## config.mk

```make
export PLATFORM = sky130hd
export DESIGN_NAME = adc_conversion_sequencer
export DESIGN_NICKNAME = d
export VERILOG_FILES = /design/src/adc_seq_pkg.sv /design/src/sar_engine.sv /design/src/adc_conversion_sequencer.sv
export SDC_FILE = /design/constraint.sdc
export NUM_CORES = 1
export LEC_CHECK = 0
export BUFFER_PORTS_ARGS = -buffer_cell sky130_fd_sc_hd__buf_2
export CAP_MARGIN = 25
export CORE_ASPECT_RATIO = 2
export CORE_UTILIZATION = 30
export DETAILED_ROUTE_END_ITERATION = 16
export MAX_ROUTING_LAYER = met4
export PLACE_DENSITY_LB_ADDON = 0.3
export SLEW_MARGIN = 20
export SYNTH_ARGS = -nofsm -noshare
export SYNTH_HDL_FRONTEND = slang
export SYNTH_SLANG_ARGS = --single-unit
```

## constraint.sdc

```tcl
create_clock -name CORE_CLK -period 1.8 [get_ports CORE_CLK]
set_input_delay 0.36 -clock CORE_CLK [delete_from_list [all_inputs] [get_ports CORE_CLK]]
set_output_delay 0.36 -clock CORE_CLK [all_outputs]
set_load 0.02 [all_outputs]
```

## src/adc_seq_pkg.sv

```systemverilog
package adc_seq_pkg;

    // ==========================================================
    // conversion geometry
    localparam int RESULT_WIDTH      = 10;
    localparam int CONV_STATES_LONG  = 62;
    localparam int CONV_STATES_SHORT = 31;
    localparam int CNT_WIDTH         = 6;
    localparam int RES_HIGH_WIDTH    = 8;
    localparam int RES_LOW_WIDTH     = 2;

    // ==========================================================
    // register map, byte addresses
    localparam int          ADDR_WIDTH     = 5;
    localparam logic [4:0]  OFF_MODE       = 5'h00;
    localparam logic [4:0]  OFF_START      = 5'h04;
    localparam logic [4:0]  OFF_RES_HIGH   = 5'h08;
    localparam logic [4:0]  OFF_RES_LOW    = 5'h0C;
    localparam logic [4:0]  OFF_IRQ_STATUS = 5'h10;
    localparam logic [4:0]  OFF_IRQ_CLEAR  = 5'h14;
    localparam logic [4:0]  OFF_IRQ_ENABLE = 5'h18;
    localparam logic [4:0]  OFF_CLK_STOP   = 5'h1C;

    // ==========================================================
    // field positions and fixed values
    localparam int          MODE_TIME_BIT    = 7;
    localparam int          START_FLAG_BIT   = 7;
    localparam int          DONE_BIT         = 0;
    localparam int          CLK_RUN_BIT      = 0;
    localparam int          CH_WIDTH         = 4;
    localparam int          RES_LOW_SHIFT    = 6;
    localparam logic [7:0]  MODE_FIXED_ONES  = 8'h30;
    localparam logic [6:0]  START_FIXED_ONES = 7'h7F;
    localparam logic [1:0]  CH_ACTIVE_PREFIX = 2'h1;
    localparam logic        CLK_RUN_RESET    = 1'h1;

    // ==========================================================
    // carriers
    typedef struct packed {
        logic        read;
        logic        write;
        logic [4:0]  address;
        logic [3:0]  byteenable;
        logic [31:0] writedata;
    } avs_req_s;

    typedef struct packed {
        logic                    sample;
        logic                    chan_en;
        logic [1:0]              chan;
        logic [RESULT_WIDTH-1:0] trial;
    } analog_ctrl_s;

    typedef enum logic [1:0] {
        SAR_IDLE   = 2'h0,
        SAR_SAMPLE = 2'h1,
        SAR_DECIDE = 2'h3
    } sar_state_e;

endpackage : adc_seq_pkg

```

## src/sar_engine.sv

```systemverilog
`timescale 1ns/1ns
module sar_engine #(
    parameter int WIDTH = adc_seq_pkg::RESULT_WIDTH
) (
    // clock and reset
    input  wire logic             clk,
    input  wire logic             rst_n,
    // control
    input  wire logic             start,
    input  wire logic             abort,
    input  wire logic             long_mode,
    // comparator
    input  wire logic             comp,
    // results
    output logic                  sample_reg,
    output logic [WIDTH-1:0]      code_reg,
    output logic [WIDTH-1:0]      result_reg,
    output logic                  done_reg,
    output logic                  busy
);
    localparam int CW = adc_seq_pkg::CNT_WIDTH;
    localparam logic [CW-1:0] LEN_LONG  =
        CW'(adc_seq_pkg::CONV_STATES_LONG);
    localparam logic [CW-1:0] LEN_SHORT =
        CW'(adc_seq_pkg::CONV_STATES_SHORT);
    localparam logic [WIDTH-1:0] TOP_BIT = {1'b1, {(WIDTH-1){1'b0}}};

    adc_seq_pkg::sar_state_e state_reg;
    logic [CW-1:0]           cnt_reg;
    logic [CW-1:0]           elapsed_reg;
    logic [WIDTH-1:0]        mask_reg;
    logic                    long_reg;
    logic [CW-1:0]           conv_len;
    logic [CW-1:0]           samp_last;
    logic [WIDTH-1:0]        kept;

    assign busy      = state_reg != adc_seq_pkg::SAR_IDLE;
    assign conv_len  = long_reg ? LEN_LONG : LEN_SHORT;
    assign samp_last = conv_len - CW'(WIDTH) - CW'(1);
    assign kept      = comp ? code_reg : (code_reg & ~mask_reg);

    // ==========================================================
    // sequencing
    always_ff @(posedge clk or negedge rst_n) begin
        if (!rst_n) begin
            state_reg <= adc_seq_pkg::SAR_IDLE;
        end else if (abort) begin
            state_reg <= adc_seq_pkg::SAR_IDLE;
        end else begin
            unique case (state_reg)
                adc_seq_pkg::SAR_IDLE: begin
                    if (start) state_reg <= adc_seq_pkg::SAR_SAMPLE;
                end
                adc_seq_pkg::SAR_SAMPLE: begin
                    if (cnt_reg == samp_last)
                        state_reg <= adc_seq_pkg::SAR_DECIDE;
                end
                adc_seq_pkg::SAR_DECIDE: begin
                    if (mask_reg[0]) state_reg <= adc_seq_pkg::SAR_IDLE;
                end
                default: state_reg <= adc_seq_pkg::SAR_IDLE;
            endcase
        end
    end

    always_ff @(posedge clk or negedge rst_n) begin
        if (!rst_n) begin
            cnt_reg     <= '0;
            elapsed_reg <= '0;
            long_reg    <= 1'b0;
            sample_reg  <= 1'b0;
        end else begin
            elapsed_reg <= busy ? elapsed_reg + CW'(1) : '0;
            if (!busy && start) begin
                long_reg   <= long_mode;
                cnt_reg    <= '0;
                sample_reg <= !abort;
            end else begin
                cnt_reg    <= cnt_reg + CW'(1);
                if (abort || cnt_reg == samp_last) sample_reg <= 1'b0;
            end
        end
    end

    // ==========================================================
    // successive approximation, msb first
    always_ff @(posedge clk or negedge rst_n) begin
        if (!rst_n) begin
            code_reg   <= '0;
            mask_reg   <= '0;
            result_reg <= '0;
            done_reg   <= 1'b0;
        end else begin
            done_reg <= 1'b0;
            if (state_reg == adc_seq_pkg::SAR_SAMPLE) begin
                code_reg <= TOP_BIT;
                mask_reg <= TOP_BIT;
            end else if (state_reg == adc_seq_pkg::SAR_DECIDE) begin
                code_reg <= kept | (mask_reg >> 1);
                mask_reg <= mask_reg >> 1;
                if (mask_reg[0]) begin
                    result_reg <= kept;
                    done_reg   <= !abort;
                end
            end
        end
    end
endmodule : sar_engine

```

## src/adc_conversion_sequencer.sv

```systemverilog
`timescale 1ns/1ns
module adc_conversion_sequencer (
    // clock and reset
    input  wire logic                    CORE_CLK,
    input  wire logic                    RST_N,
    // system state
    input  wire logic                    SOFT_RESET,
    input  wire logic                    LOW_POWER,
    // register bus
    input  wire adc_seq_pkg::avs_req_s   AVS_REQ,
    output logic [31:0]                  AVS_READDATA,
    output logic                         AVS_WAITREQUEST,
    // analog front end
    input  wire logic                    COMP_IN,
    output adc_seq_pkg::analog_ctrl_s    ANALOG_CTRL,
    // interrupt
    output logic                         IRQ
);
    localparam int RW = adc_seq_pkg::RESULT_WIDTH;
    localparam int CH = adc_seq_pkg::CH_WIDTH;
    localparam int HW = adc_seq_pkg::RES_HIGH_WIDTH;
    localparam int LW = adc_seq_pkg::RES_LOW_WIDTH;

    // ==========================================================
    // state
    logic                 wait_reg;
    logic [31:0]          rdata_reg;
    logic                 time_sel_reg;
    logic [CH-1:0]        chan_sel_reg;
    logic                 start_flag_reg;
    logic [HW-1:0]        res_high_reg;
    logic [LW-1:0]        res_low_reg;
    logic                 done_flag_reg;
    logic                 irq_en_reg;
    logic                 clk_run_reg;
    logic                 irq_reg;
    logic                 chan_en_reg;
    logic [1:0]           chan_reg;

    logic                 wr_fire;
    logic                 rd_take;
    logic [7:0]           wbyte;
    logic                 standby;
    logic                 wr_mode;
    logic                 wr_start;
    logic                 wr_clear;
    logic                 wr_enable;
    logic                 wr_clk;
    logic [7:0]           read_mux;

    logic                 eng_start;
    logic                 eng_abort;
    logic                 eng_sample;
    logic [RW-1:0]        eng_code;
    logic [RW-1:0]        eng_result;
    logic                 eng_done;
    logic                 eng_busy;

    // ==========================================================
    // bus decode
    assign wr_fire   = AVS_REQ.write && !wait_reg &&
                       AVS_REQ.byteenable[0];
    assign rd_take   = AVS_REQ.read && wait_reg;
    assign wbyte     = AVS_REQ.writedata[7:0];
    assign standby   = LOW_POWER || !clk_run_reg;
    assign wr_mode   = wr_fire && AVS_REQ.address == adc_seq_pkg::OFF_MODE;
    assign wr_start  = wr_fire &&
                       AVS_REQ.address == adc_seq_pkg::OFF_START;
    assign wr_clear  = wr_fire &&
                       AVS_REQ.address == adc_seq_pkg::OFF_IRQ_CLEAR;
    assign wr_enable = wr_fire &&
                       AVS_REQ.address == adc_seq_pkg::OFF_IRQ_ENABLE;
    assign wr_clk    = wr_fire &&
                       AVS_REQ.address == adc_seq_pkg::OFF_CLK_STOP;

    always_comb begin
        read_mux = 8'h00;
        unique case (AVS_REQ.address)
            adc_seq_pkg::OFF_MODE:
                read_mux = adc_seq_pkg::MODE_FIXED_ONES |
                           {time_sel_reg, 3'h0, chan_sel_reg};
            adc_seq_pkg::OFF_START:
                read_mux = {start_flag_reg, adc_seq_pkg::START_FIXED_ONES};
            adc_seq_pkg::OFF_RES_HIGH:
                read_mux = res_high_reg;
            adc_seq_pkg::OFF_RES_LOW:
                read_mux = {res_low_reg,
                            {adc_seq_pkg::RES_LOW_SHIFT{1'b0}}};
            adc_seq_pkg::OFF_IRQ_STATUS:
                read_mux = {7'h00, done_flag_reg};
            adc_seq_pkg::OFF_IRQ_ENABLE:
                read_mux = {7'h00, irq_en_reg};
            adc_seq_pkg::OFF_CLK_STOP:
                read_mux = {7'h00, clk_run_reg};
            default:
                read_mux = 8'h00;
        endcase
    end

    // ==========================================================
    // bus handshake: one wait cycle per access
    always_ff @(posedge CORE_CLK or negedge RST_N) begin
        if (!RST_N) begin
            wait_reg <= 1'b1;
        end else begin
            wait_reg <= !((AVS_REQ.read || AVS_REQ.write) && wait_reg);
        end
    end

    always_ff @(posedge CORE_CLK or negedge RST_N) begin
        if (!RST_N) begin
            rdata_reg <= 32'h0000_0000;
        end else if (rd_take) begin
            rdata_reg <= {24'h00_0000, read_mux};
        end
    end

    // ==========================================================
    // mode register
    always_ff @(posedge CORE_CLK or negedge RST_N) begin
        if (!RST_N) begin
            time_sel_reg <= 1'b0;
            chan_sel_reg <= '0;
        end else if (SOFT_RESET) begin
            time_sel_reg <= 1'b0;
            chan_sel_reg <= '0;
        end else if (wr_mode && !standby) begin
            time_sel_reg <= wbyte[adc_seq_pkg::MODE_TIME_BIT];
            chan_sel_reg <= wbyte[CH-1:0];
        end
    end

    // ==========================================================
    // start flag
    always_ff @(posedge CORE_CLK or negedge RST_N) begin
        if (!RST_N) begin
            start_flag_reg <= 1'b0;
        end else if (SOFT_RESET || standby) begin
            start_flag_reg <= 1'b0;
        end else if (wr_start) begin
            start_flag_reg <= wbyte[adc_seq_pkg::START_FLAG_BIT];
        end else if (eng_done) begin
            start_flag_reg <= 1'b0;
        end
    end

    assign eng_start = start_flag_reg && !eng_busy && !eng_done;
    assign eng_abort = !start_flag_reg;

    // ==========================================================
    // result pair, kept across soft reset
    always_ff @(posedge CORE_CLK or negedge RST_N) begin
        if (!RST_N) begin
            res_high_reg <= '0;
            res_low_reg  <= '0;
        end else if (eng_done) begin
            res_high_reg <= eng_result[RW-1:LW];
            res_low_reg  <= eng_result[LW-1:0];
        end
    end

    // ==========================================================
    // interrupt status, enable, output
    always_ff @(posedge CORE_CLK or negedge RST_N) begin
        if (!RST_N) begin
            done_flag_reg <= 1'b0;
        end else if (SOFT_RESET) begin
            done_flag_reg <= 1'b0;
        end else if (eng_done) begin
            done_flag_reg <= 1'b1;
        end else if (wr_clear && wbyte[adc_seq_pkg::DONE_BIT]) begin
            done_flag_reg <= 1'b0;
        end
    end

    always_ff @(posedge CORE_CLK or negedge RST_N) begin
        if (!RST_N) begin
            irq_en_reg <= 1'b0;
        end else if (SOFT_RESET) begin
            irq_en_reg <= 1'b0;
        end else if (wr_enable) begin
            irq_en_reg <= wbyte[adc_seq_pkg::DONE_BIT];
        end
    end

    always_ff @(posedge CORE_CLK or negedge RST_N) begin
        if (!RST_N) begin
            irq_reg <= 1'b0;
        end else begin
            irq_reg <= done_flag_reg && irq_en_reg;
        end
    end

    // ==========================================================
    // converter clock stop
    always_ff @(posedge CORE_CLK or negedge RST_N) begin
        if (!RST_N) begin
            clk_run_reg <= adc_seq_pkg::CLK_RUN_RESET;
        end else if (SOFT_RESET) begin
            clk_run_reg <= adc_seq_pkg::CLK_RUN_RESET;
        end else if (wr_clk) begin
            clk_run_reg <= wbyte[adc_seq_pkg::CLK_RUN_BIT];
        end
    end

    // ==========================================================
    // channel multiplexer select
    always_ff @(posedge CORE_CLK or negedge RST_N) begin
        if (!RST_N) begin
            chan_en_reg <= 1'b0;
            chan_reg    <= 2'h0;
        end else begin
            chan_en_reg <= chan_sel_reg[CH-1:2] ==
                           adc_seq_pkg::CH_ACTIVE_PREFIX;
            chan_reg    <= chan_sel_reg[1:0];
        end
    end

    // ==========================================================
    // conversion engine
    sar_engine #(
        .WIDTH      (RW)
    ) u_engine (
        .clk        (CORE_CLK),
        .rst_n      (RST_N),
        .start      (eng_start),
        .abort      (eng_abort),
        .long_mode  (!time_sel_reg),
        .comp       (COMP_IN),
        .sample_reg (eng_sample),
        .code_reg   (eng_code),
        .result_reg (eng_result),
        .done_reg   (eng_done),
        .busy       (eng_busy)
    );

    assign AVS_WAITREQUEST     = wait_reg;
    assign AVS_READDATA        = rdata_reg;
    assign IRQ                 = irq_reg;
    assign ANALOG_CTRL.sample  = eng_sample;
    assign ANALOG_CTRL.chan_en = chan_en_reg;
    assign ANALOG_CTRL.chan    = chan_reg;
    assign ANALOG_CTRL.trial   = eng_code;
endmodule : adc_conversion_sequencer

```

# Word-level counts from Yosys, hierarchy flattened
# Cells that the tools add are included.
# word_totals
out_inout_bits	48
ff_bits	73
in_bits	48
wordCells	113
# classes
eq_ne	14
reduce_logical	39
muxes	32
add_sub_neg	3
bitwise	4
# ops
cell	count
8-bit one-hot mux with 7 select lines	1
10-bit 2-to-1 mux	5
5-bit == test (second input constant)	4
1-bit 2-to-1 mux	17
1-bit logical AND	15
6-bit 2-to-1 mux	2
2-bit nonzero test	6
10-bit bitwise AND	1
5-bit by 4-bit == test with 1-bit output (second input constant)	2
10-bit inverter	1
10-bit by 9-bit OR with 10-bit output	1
3-bit by 2-bit != test with 1-bit output (second input constant)	3
1-bit logical NOT	8
2-bit 2-to-1 mux	4
4-bit 2-to-1 mux	2
6-bit by 1-bit adder with 6-bit output (second input constant)	1
6-bit == test	1
2-bit one-hot mux with 3 select lines	1
3-bit AND reduction	2
3-bit nonzero test	2
6-bit by 1-bit subtractor with 6-bit output (second input constant)	1
6-bit by 4-bit subtractor with 6-bit output (second input constant)	1
5-bit by 3-bit == test with 1-bit output (second input constant)	1
5-bit logical NOT	1
5 further kinds	9

# Longest topological paths before layout
# Gate-level depths: netlist of run 1.
# logic_depth
ltp_word	8
mapped_depth	6

# Cells and area by module
# Synthesis of run 1 repeated with hierarchy kept, for this count alone.
# hier_totals
cells_unflattened	333
hier_area_um2	3458.3
# modules_own_cells
mod	instances	area_per_inst_um2	cells_per_inst
sar_engine	1	1756.7	166
adc_conversion_sequencer	1	1701.6	167

# Worst setup path before layout of run 1
# OpenSTA, ideal clock, no wires.
# synth_timing
path_kind	register to register
from	register wait_reg (netlist: AVS_WAITREQUEST)
to	register chan_sel_reg[0]
t_required_ns	1.671
path_buffers	1
setup_ns	0.129
period_less_slack_ns	1.395
stages_incl_launch_ff	6
arrival_time_ns	1.265
path_slack_ns	0.405
path_cell_list	dfstp_2 and3b_1 buf_2 nand4_4 mux2i_1 nor2_1
# synth_between
elab_chain_len	6
# synth_rtl
item	line	source
from (decl)	adc_conversion_sequencer.sv:26	logic wait_reg;
from (signal assigned)	adc_conversion_sequencer.sv:106	wait_reg <= !((AVS_REQ.read || AVS_REQ.write) && wait_reg);
1-bit logical NOT	adc_conversion_sequencer.sv:61	assign wr_fire = AVS_REQ.write && !wait_reg &&
1-bit logical AND (2 in series)	adc_conversion_sequencer.sv:61	
1-bit logical AND	adc_conversion_sequencer.sv:66	assign wr_mode = wr_fire && AVS_REQ.address == adc_seq_pkg::OFF_MODE;
1-bit logical AND	adc_conversion_sequencer.sv:127	end else if (wr_mode && !standby) begin
2-bit nonzero test (no source line)	-	
to (signal assigned)	adc_conversion_sequencer.sv:129	chan_sel_reg <= wbyte[CH-1:0];
to (decl)	adc_conversion_sequencer.sv:29	logic [CH-1:0] chan_sel_reg;
# No other way between the ends.
# A chain may end at the register's enable or synchronous reset.

# Worst setup path after layout of run 1
# layout_timing
from	register wait_reg (netlist: AVS_WAITREQUEST)
to	register rdata_reg[0] (netlist: AVS_READDATA[0])
# layout_between
elab_chain_len	1
# layout_rtl
item	line	source
1-bit logical AND	adc_conversion_sequencer.sv:63	assign rd_take = AVS_REQ.read && wait_reg;
to (signal assigned)	adc_conversion_sequencer.sv:114	rdata_reg <= {24'h00_0000, read_mux};
to (decl)	adc_conversion_sequencer.sv:27	logic [31:0] rdata_reg;
# No other way between the ends.

==> results.toml, run 1 <==
[outcome]
outcome = "finished, final reports clean"

[logic_synthesis]
synth-async-reset-ratio_pct = 100.0
synth.top_cell.area_share_pct = 52.69
synth-seq-area-share_pct = 54.25
synth-main-ff-cell = "dfrtp_1"
yosysWarnings = 0
yosys-top-cells-count = "dfrtp_1 (71), o21ai_0 (38), nand2_1 (28)"
synth.most_common_cell = "dfrtp_1"
syn_inst = 313
syn_area_per_cell_um2 = 10.77
synth-seq-cells = 73
synth-edff-count = 0
synth_cell_types = 42
yosys.area.top_type = "dfrtp_1"
synth_area_leaders = "dfrtp_1 (53%), buf_4 (5.8%), o21ai_0 (5.6%), a22o_1 (4.7%), nand2_1 (3.1%)"
syn-cell-area_um2 = 3372

[worst_setup_path]
path_cells = "nand2_1 > a2111oi_0 > a22o_1"
path_delay_family = "compound AO/OA/AOI/OAI gates"
timing.rr.start = "AVS_WAITREQUEST"
critical_path.max_stage_delay_ns = 0.54
reg2reg_depth = 3
critPathBufInv = 0
cp.arrival_ns = 1.71
cp-end-kind = "register"
regToRegSetupSlack_ns = 0.36
r2r-end = "AVS_READDATA[0]"
worstPathMaxFanout = 10
cp.required_ns = 2.07
slowest_stage = "dfstp_2"
critPathLaunchType = "register"
critPathKind = "reg -> reg"

[cells_and_area]
fin_cells = 498
diodes = 0
multi_input_area_um2 = 1270
drive_gt1_share_pct = 24.30
seq_area_um2 = 1829
nets = 403
fillers = 1127
finish.utilization_pct = 35.69
syn_to_final_growth_pct = 15.84

[floorplan]
std_cell_rows = 54
die_w_um = 76.97
die_h_um = 151.9
core_um2 = 10950
pin_count = 96
initial_core_util_pct = 30.81
die_area_um2 = 11690

[timing]
post-route-period-util_pct = 80.28
period_needed_ns = 1.445
fmax_mhz = 692.1
tightest_slew_ns = 0.5420
setup_tns_ns = 0
hold_viol = 0
maxSlewViolCount = 0
setup_viol = 0
skew_ns = 0.006145
rsz0062_at_grt = "no"
relSlewSlack_pct = 63.83

[global_routing]
grt_pass1_wl_mm = 11.72
track_usage_pct = 13.32
first_global_vias = 2414
grt_antenna_before_repair = 0
grt_max_degree = 33
grt_overflow_total = 0

[placed_design]
numPortBuffers = 41
place_inst = 482
dp.final_hpwl_mm = 5.144
gp_congestion = 0.8470

[min_path]
hold_start = "AVS_REQ[42]"
hold_depth = 2
holdCritPathClass = "in -> reg"
whs_endpoint = "AVS_WAITREQUEST"

[routing]
post-route-drc-count = 0
vias_per_cell = 4.709
antenna_left = 0
drtIter0Drc = 97
wirelength_mm = 6.771
firstDrtPassIters = 4
via_count = 2345
avgRoutedWirePerCell_um = 13.60

[cts]
clock_sinks = 73
post_cts_resized = 0
insertion_delay_ns = 0.33
cts.clk_slew.worst_paths_ns = 0.05
numCtsBuffers = 9
ctsRootBufferMaster = "clkbuf_16"
htreeDepth = 3
cts_tree = "yes"
cts_buffer_depth = 2

[power_and_ir_drop]
peakVddDrop_mv = 0.4833
combPwrFrac_pct = 8.7
powerDensity_nw_per_um2 = 976.4
p_leak_nw = 1.893
p_sw_share_pct = 23.72
clock_power_share_pct = 44.4
switchingPower_mw = 0.9045
internal_power_mw = 2.909
seqPwrFrac_pct = 46.9

[job]
cap_viol_max_count = 0
-- how the worst max path moves through the flow --
stage	cells past startpoint	from	slack, ns	to
6_report	3	AVS_WAITREQUEST	0.36	AVS_READDATA[0]
5_1_grt	3	u_engine.state_reg[0]	0.25	u_engine.code_reg[7]
2_1_floorplan	5	AVS_WAITREQUEST	0.41	chan_sel_reg[0]
4_1_cts	3	AVS_WAITREQUEST	0.32	AVS_READDATA[0]
3_3_place_gp	3	AVS_REQ[39]	0.33	AVS_READDATA[7]
3_5_place_dp	3	AVS_REQ[39]	0.32	AVS_READDATA[7]
-- layer usage --
| layer | part of all wire [%] | wire length (µm) | vias up | GRT usage, % |
|---|---|---|---|---|
| met2 | 56 | 3769 | 66 | 23.60 |
| met1 | 37 | 2472 | 1152 | 12.68 |
| met4 | 4.5 | 308 | 0 | 9.066 |
| met3 | 3.3 | 222 | 20 | 2.583 |
| met5 | 0 | 0 | - | - |
| li1 | - | - | 1107 | - |
-- final cells by class --
cell class / instances / share of cell area, %
Clock inverter: 3 / 1.089
Clock buffer: 12 / 6.054
Multi-Input combinational cell: 205 / 32.51
Inverter: 16 / 1.537
Sequential cell: 73 / 46.83
Timing Repair Buffer: 49 / 7.495
Tap cell: 140 / 4.484
-- cell usage in the layout, fill, tap and decap left out, types with 5 or more instances in the layout --
cell and n:
a22o_1 18, buf_2 41, buf_4 5, clkbuf_16 9, conb_1 24, dfrtp_1 71, inv_1 15, mux2_2 8
mux2i_1 10, nand2_1 28, nand3_1 8, nor2_1 21, nor2b_1 7, o21ai_0 38, o21ai_2 9
-- cells by family (layout without fill, tap and decap cells) --
logic type,after synthesis,after routing,synth area share (%)
XOR/XNOR,4,4,1.039
other,1,24,0.1112
buffers and inverters,58,80,10.65
AO/OA/AOI/OAI,75,75,14.62
flip-flops,73,73,54.25
adder cells (fa/ha/maj),1,1,0.3710
AND/OR/NAND/NOR,82,82,12.65
multiplexers,19,19,6.308
-- power by group through the flow --
stage	clock network [mW]	registers [mW]	logic [mW]
after floorplan	0	1.81	0.262
after global placement	0	1.81	0.330
after detailed placement	0	1.82	0.340
after CTS	1.75	1.79	0.342
after global routing	1.82	1.80	0.385
final	1.69	1.79	0.332
-- worst register-to-register path: cells and delay by family, from the launching register on --
family	cells	cell delay [ns]
AO/OA/AOI/OAI	2	0.64
AND/OR/NAND/NOR	1	0.21
flip-flops	1	0.54
-- per-stage QoR --
stage,cell area (µm²),hold WS (ns),setup WS [ns],power (mW)
floorplan,3458,0.06441,0.4055,2.073
global placement,3617,0.3390,0.3299,2.141
detailed placement,3617,0.3486,0.3188,2.155
CTS,3906,0.1849,0.3160,3.879
global route,3906,0.1903,0.2517,4.007
finish,3906,0.1971,0.3550,3.814
-- what timing repair did --
action                                  in CTS  in global routing
setup buffers                                0                  0
hold buffers                                 1                  0
endpoints found under the setup margin       0                  0
hold endpoints to repair                    15                  0
No activity file was read; power rests on OpenSTA's default activity.
==> run 2: changes to the inputs <==
Clock period 1.8 ns to 1.2 ns, I/O delays scaled along.
==> run 2 against run 1 <==
Effect of this change: the run now ends with setup timing left; maximum frequency increased by 8.8%; total power grew 53%; global-route usage rose by 0.065 points; register-to-register slack lost 0.48 ns; sequential cell count unchanged; clock skew increased by 0.0035 ns; largest cell class unchanged; combinational power rose by 120%; die area did not move.
==> results.toml, run 2 (synthesis gave the netlist of run 1 again) <==
[outcome]
outcome = "finished with violations"
failed_checks = "setup timing"

[timing]
skew_ns = 0.009656
worst_slack_ns = -0.1281
rsz0062_at_grt = "yes"
maxSlewViolCount = 0
post-route-period-util_pct = 110.7
fmax_mhz = 752.9
hold_viol = 0
period_needed_ns = 1.328
setup_viol = 10

[floorplan]
die_h_um = 151.9
core_um2 = 10950
die_area_um2 = 11690
initial_core_util_pct = 30.81
pin_count = 96
die_w_um = 76.97
std_cell_rows = 54

[cells_and_area]
final_cell_mix = "dfrtp_1 (68), buf_4 (40), buf_2 (39), o21ai_0 (36), nand2_1 (27)"
drive_gt1_share_pct = 35.68
seq_area_um2 = 1833
multi_input_area_um2 = 1339
nets = 442
diodes = 0
syn_to_final_growth_pct = 27.57
final_common_cell = "dfrtp_1"
fin_cells = 538
fillers = 1104

[cts]
insertion_delay_ns = 0.33
ctsRootBufferMaster = "clkbuf_16"
clock_sinks = 73
cts_buffer_depth = 2
htreeDepth = 3
numCtsBuffers = 9
cts_tree = "yes"
cts.clk_slew.worst_paths_ns = 0.06

[placed_design]
dp.final_hpwl_mm = 5.472
numPortBuffers = 41
place_inst = 515
gp_congestion = 0.8359
dp_slack_ns = -0.1556

[worst_setup_path]
slowest_stage = "dfstp_2"
critical_path.max_stage_delay_ns = 0.54
reg2reg_depth = 4
critPathLaunchType = "register"
critPathKind = "reg -> reg"
path_cells = "and3b_2 > nand4_4 > mux2i_1 > nor2_1"
worstPathMaxFanout = 5
cp.required_ns = 1.41
cp.arrival_ns = 1.54
cp-end-kind = "register"

[routing]
drtIter0Drc = 120
firstDrtPassIters = 4
avgRoutedWirePerCell_um = 13.27
via_count = 2389
antenna_left = 0
wirelength_mm = 7.137
vias_per_cell = 4.441
post-route-drc-count = 0

[global_routing]
grt_pass1_wl_mm = 11.79
first_global_vias = 2430
track_usage_pct = 13.38
grt_overflow_total = 0
grt_max_degree = 45
grt_antenna_before_repair = 0

[power_and_ir_drop]
p_leak_nw = 2.092
p_sw_share_pct = 26.07
powerDensity_nw_per_um2 = 1357
clock_power_share_pct = 41.7
internal_power_mw = 4.316
peakVddDrop_mv = 0.7248
combPwrFrac_pct = 12.6
seqPwrFrac_pct = 45.7
switchingPower_mw = 1.522

[min_path]
hold_depth = 2
holdCritPathClass = "in -> reg"

[job]
cap_viol_max_count = 0
## run 2: cell count changes in the layout (fill, tap and decap cells not counted), moves of 3 or more
| cell | delta |
|---|---|
| buf_4 | +35 |
| buf_6 | +5 |
| dfrtp_1 | -3 |
| dfrtp_2 | +3 |
## run 2: power by group through the flow
stage               Sequential, mW  Combinational [mW]  Clock [mW]
finish                        2.67               0.738        2.43
global route                  2.68               0.823        2.61
CTS                           2.66               0.652        2.52
detailed placement            2.70               0.599           0
global placement              2.69               0.592           0
floorplan                     2.72               0.396           0
## run 2: metrics by stage
stage                     setup TNS, ns  cell area (µm²)  total power, mW  hold WS (ns)  util [%]
after floorplan                  -1.609             3466            3.112      -0.05559         -
after global placement           -1.249             3879            3.285        0.1139     35.44
after detailed placement         -1.440             3879            3.299        0.1146     35.44
after CTS                        -1.003             4199            5.828       0.07517     38.36
after global routing             -1.749             4302            6.108       0.09716     39.30
final                           -0.8992             4302            5.838       0.08917     39.30
## run 2: worst paths after layout
check                                 from                    end  slack (ns)
setup / recovery           AVS_WAITREQUEST           time_sel_reg       -0.13
hold / removal                 AVS_REQ[41]        AVS_WAITREQUEST        0.09
setup reg to reg           AVS_WAITREQUEST           time_sel_reg       -0.13
hold reg to reg            chan_sel_reg[0]            chan_reg[0]        0.44
max in group asynchronous            RST_N  u_engine.state_reg[1]        0.39
min in group asynchronous            RST_N             irq_en_reg        0.30
## run 2: critical path, delay by kind of cell (launching register included)
| family | cells | cell delay (ns) |
|---|---|---|
| AND/OR/NAND/NOR | 3 | 0.47 |
| flip-flops | 1 | 0.54 |
| multiplexers | 1 | 0.20 |
## run 2: routing by layer
metal  track usage [%]  routed length (µm)
met1             12.52                2512
met2             25.26                4264
met3             2.222                 179
met4             6.868                 180
met5                 -                   0
## run 2: final cells by class
class | count | share of cell area, %
clock buffers | 10 | 5.323
clock inverters | 6 | 1.018
inverters | 16 | 1.396
multi-input cells | 205 | 31.12
flip-flops and latches | 73 | 42.61
well taps | 140 | 4.072
repair buffers | 88 | 14.46
## run 2: what timing repair did
item / CTS / global route
endpoints found under the setup margin: 15 / 32
resized for setup: 7 / 18
hold buffers: 1 / 0
cloned: 0 / 0
setup buffers: 2 / 4
pin swaps: 7 / 7
endpoints found under the hold margin: 6 / 0
==> run 3: changes to the inputs <==
--- a/constraint.sdc
+++ b/constraint.sdc
@@ -3,2 +3,2 @@
 set_output_delay 0.24 -clock CORE_CLK [all_outputs]
-set_load 0.02 [all_outputs]
+set_load 0.05 [all_outputs]
==> run 3 against run 2 <==
Effect of this change: combinational power is 37% higher; sequential share of layout area is 1.6 points lower; critical path depth stayed put; highest routed layer unchanged; critical endpoint is now chan_sel_reg[0]; worst setup slack worse by 0.079 ns; non-clock buffer count is 4 higher; clock power is 7% higher; total power is 7.9% higher; the flow still finishes with violations (setup timing); sequential power hardly changed; hold slack better by 0.010 ns; register-to-register slack worse by 0.08 ns; final cell count is 0.74% higher; wire length is 2.3% higher.
==> results.toml, run 3 (synthesis gave the netlist of run 1 again) <==
[worst_setup_path]
cp.required_ns = 1.42
regToRegSetupSlack_ns = -0.21
critPathLaunchType = "register"
timing.rr.start = "AVS_WAITREQUEST"
r2r-end = "chan_sel_reg[0]"
cp-end-kind = "register"
critPathKind = "reg -> reg"
reg2reg_depth = 4
worstPathMaxFanout = 5
cp.arrival_ns = 1.62

[floorplan]
die_area_um2 = 11690
std_cell_rows = 54
pin_count = 96
core_um2 = 10950
initial_core_util_pct = 30.81
die_w_um = 76.97
die_h_um = 151.9

[outcome]
failed_checks = "setup timing"
outcome = "finished with violations"

[timing]
skew_ns = 0.004563
period_needed_ns = 1.407
worst_slack_ns = -0.2071
rsz0062_at_grt = "yes"
post-route-period-util_pct = 117.3
maxSlewViolCount = 0
fmax_mhz = 710.7
hold_viol = 0
setup_tns_ns = -2.227
setup_viol = 18

[cells_and_area]
final_common_cell = "dfrtp_1"
diodes = 0
nets = 446
drive_gt1_share_pct = 38.56
fin_area_um2 = 4483
final_cell_mix = "dfrtp_1 (67), buf_4 (48), o21ai_0 (36), nand2_1 (27), conb_1 (24)"
finish.utilization_pct = 40.96
fillers = 1070
syn_to_final_growth_pct = 32.95

[power_and_ir_drop]
powerDensity_nw_per_um2 = 1406
peakVddDrop_mv = 0.8171
combPwrFrac_pct = 16.0
p_sw_share_pct = 26.70
internal_power_mw = 4.619
p_leak_nw = 2.134
switchingPower_mw = 1.683
power_mw = 6.302
clock_power_share_pct = 41.2
seqPwrFrac_pct = 42.8

[cts]
insertion_delay_ns = 0.33
cts.clk_slew.worst_paths_ns = 0.06
numCtsBuffers = 9
cts_buffer_depth = 2
cts_tree = "yes"
clock_sinks = 73
ctsRootBufferMaster = "clkbuf_16"
htreeDepth = 3

[routing]
avgRoutedWirePerCell_um = 13.47
firstDrtPassIters = 4
via_count = 2464
post-route-drc-count = 0
drtIter0Drc = 82
antenna_left = 0
vias_per_cell = 4.546
wirelength_mm = 7.302

[job]
cap_viol_max_count = 0

[global_routing]
grt_antenna_before_repair = 0
track_usage_pct = 13.88
grt_pass1_wl_mm = 12.10
grt_max_degree = 37
grt_overflow_total = 0
first_global_vias = 2504

[min_path]
whs_endpoint = "AVS_WAITREQUEST"
hold_depth = 2
holdCritPathClass = "in -> reg"
hold_start = "AVS_REQ[41]"

[placed_design]
dp.final_hpwl_mm = 5.524
post_dp_cell_area_um2 = 3916
gp_congestion = 0.8254
numPortBuffers = 41
run 3: cell types whose count changed in the layout (fill, tap and decap cells not counted), sizes merged:
| cell | previous run | this run |
|---|---|---|
| clkinvlp | 1 | 2 |
| clkinv | 4 | 3 |
| inv | 17 | 15 |
| buf | 87 | 86 |
| bufinv | 0 | 1 |
| clkbuf | 10 | 16 |
run 3: layer usage:
metal	vias to the layer above	part of all wire (%)	GRT usage (%)
met5	-	0	-
met4	0	4.0	8.608
met3	21	2.9	2.402
met2	59	58	25.00
met1	1191	35	13.38
li1	1193	-	-
run 3: area by class of cell:
type / instances / area [µm²] / share of cell area, %
clock buffer: 11 / 232.7 / 5.191
clock inverter: 5 / 56.30 / 1.256
multi-input combinational: 205 / 1390 / 31.01
inverter: 16 / 63.81 / 1.423
sequential: 73 / 1838 / 41.00
timing repair buffer: 92 / 726.9 / 16.22
tap: 140 / 175.2 / 3.907
run 3: worst max path at each step:
stage	startpoint	endpoint	cells past startpoint	slack [ns]
after floorplan	AVS_WAITREQUEST	chan_sel_reg[0]	5	-0.31
after global placement	AVS_WAITREQUEST	chan_sel_reg[3]	4	-0.21
after detailed placement	AVS_WAITREQUEST	chan_sel_reg[0]	4	-0.24
after CTS	AVS_WAITREQUEST	chan_sel_reg[0]	4	-0.21
after global routing	AVS_WAITREQUEST	chan_sel_reg[3]	4	-0.28
final	AVS_WAITREQUEST	chan_sel_reg[0]	4	-0.21
run 3: power by group through the flow:
stage | clock network (mW) | logic [mW] | registers [mW]
detailed placement | 0 | 0.746 | 2.71
global route | 2.74 | 1.10 | 2.71
global placement | 0 | 0.736 | 2.70
CTS | 2.67 | 0.830 | 2.67
finish | 2.60 | 1.01 | 2.69
floorplan | 0 | 0.496 | 2.75
run 3: worst max-delay path, stage by stage (launching register included):
cell     delay (ns)
dfstp_4        0.64
and3b_2        0.26
nand4_4        0.13
mux2i_1        0.21
nor2_1         0.06
run 3: per-stage QoR:
stage / setup slack [ns] / hold WS, ns / cells
floorplan: -0.3095 / -0.05559 / 336
CTS: -0.2132 / 0.09596 / 539
finish: -0.2071 / 0.09939 / 542
global route: -0.2839 / 0.1112 / 542
detailed placement: -0.2411 / 0.1782 / 517
global placement: -0.2144 / 0.1726 / 517
run 3: what timing repair did:
action                     in CTS  in global routing
cloned                          1                  0
pin swaps                      12                 15
hold buffers                    1                  0
setup endpoints to repair      49                 38
gates resized for setup        30                 32
hold endpoints to repair       10                  0
setup buffers                   4                  3
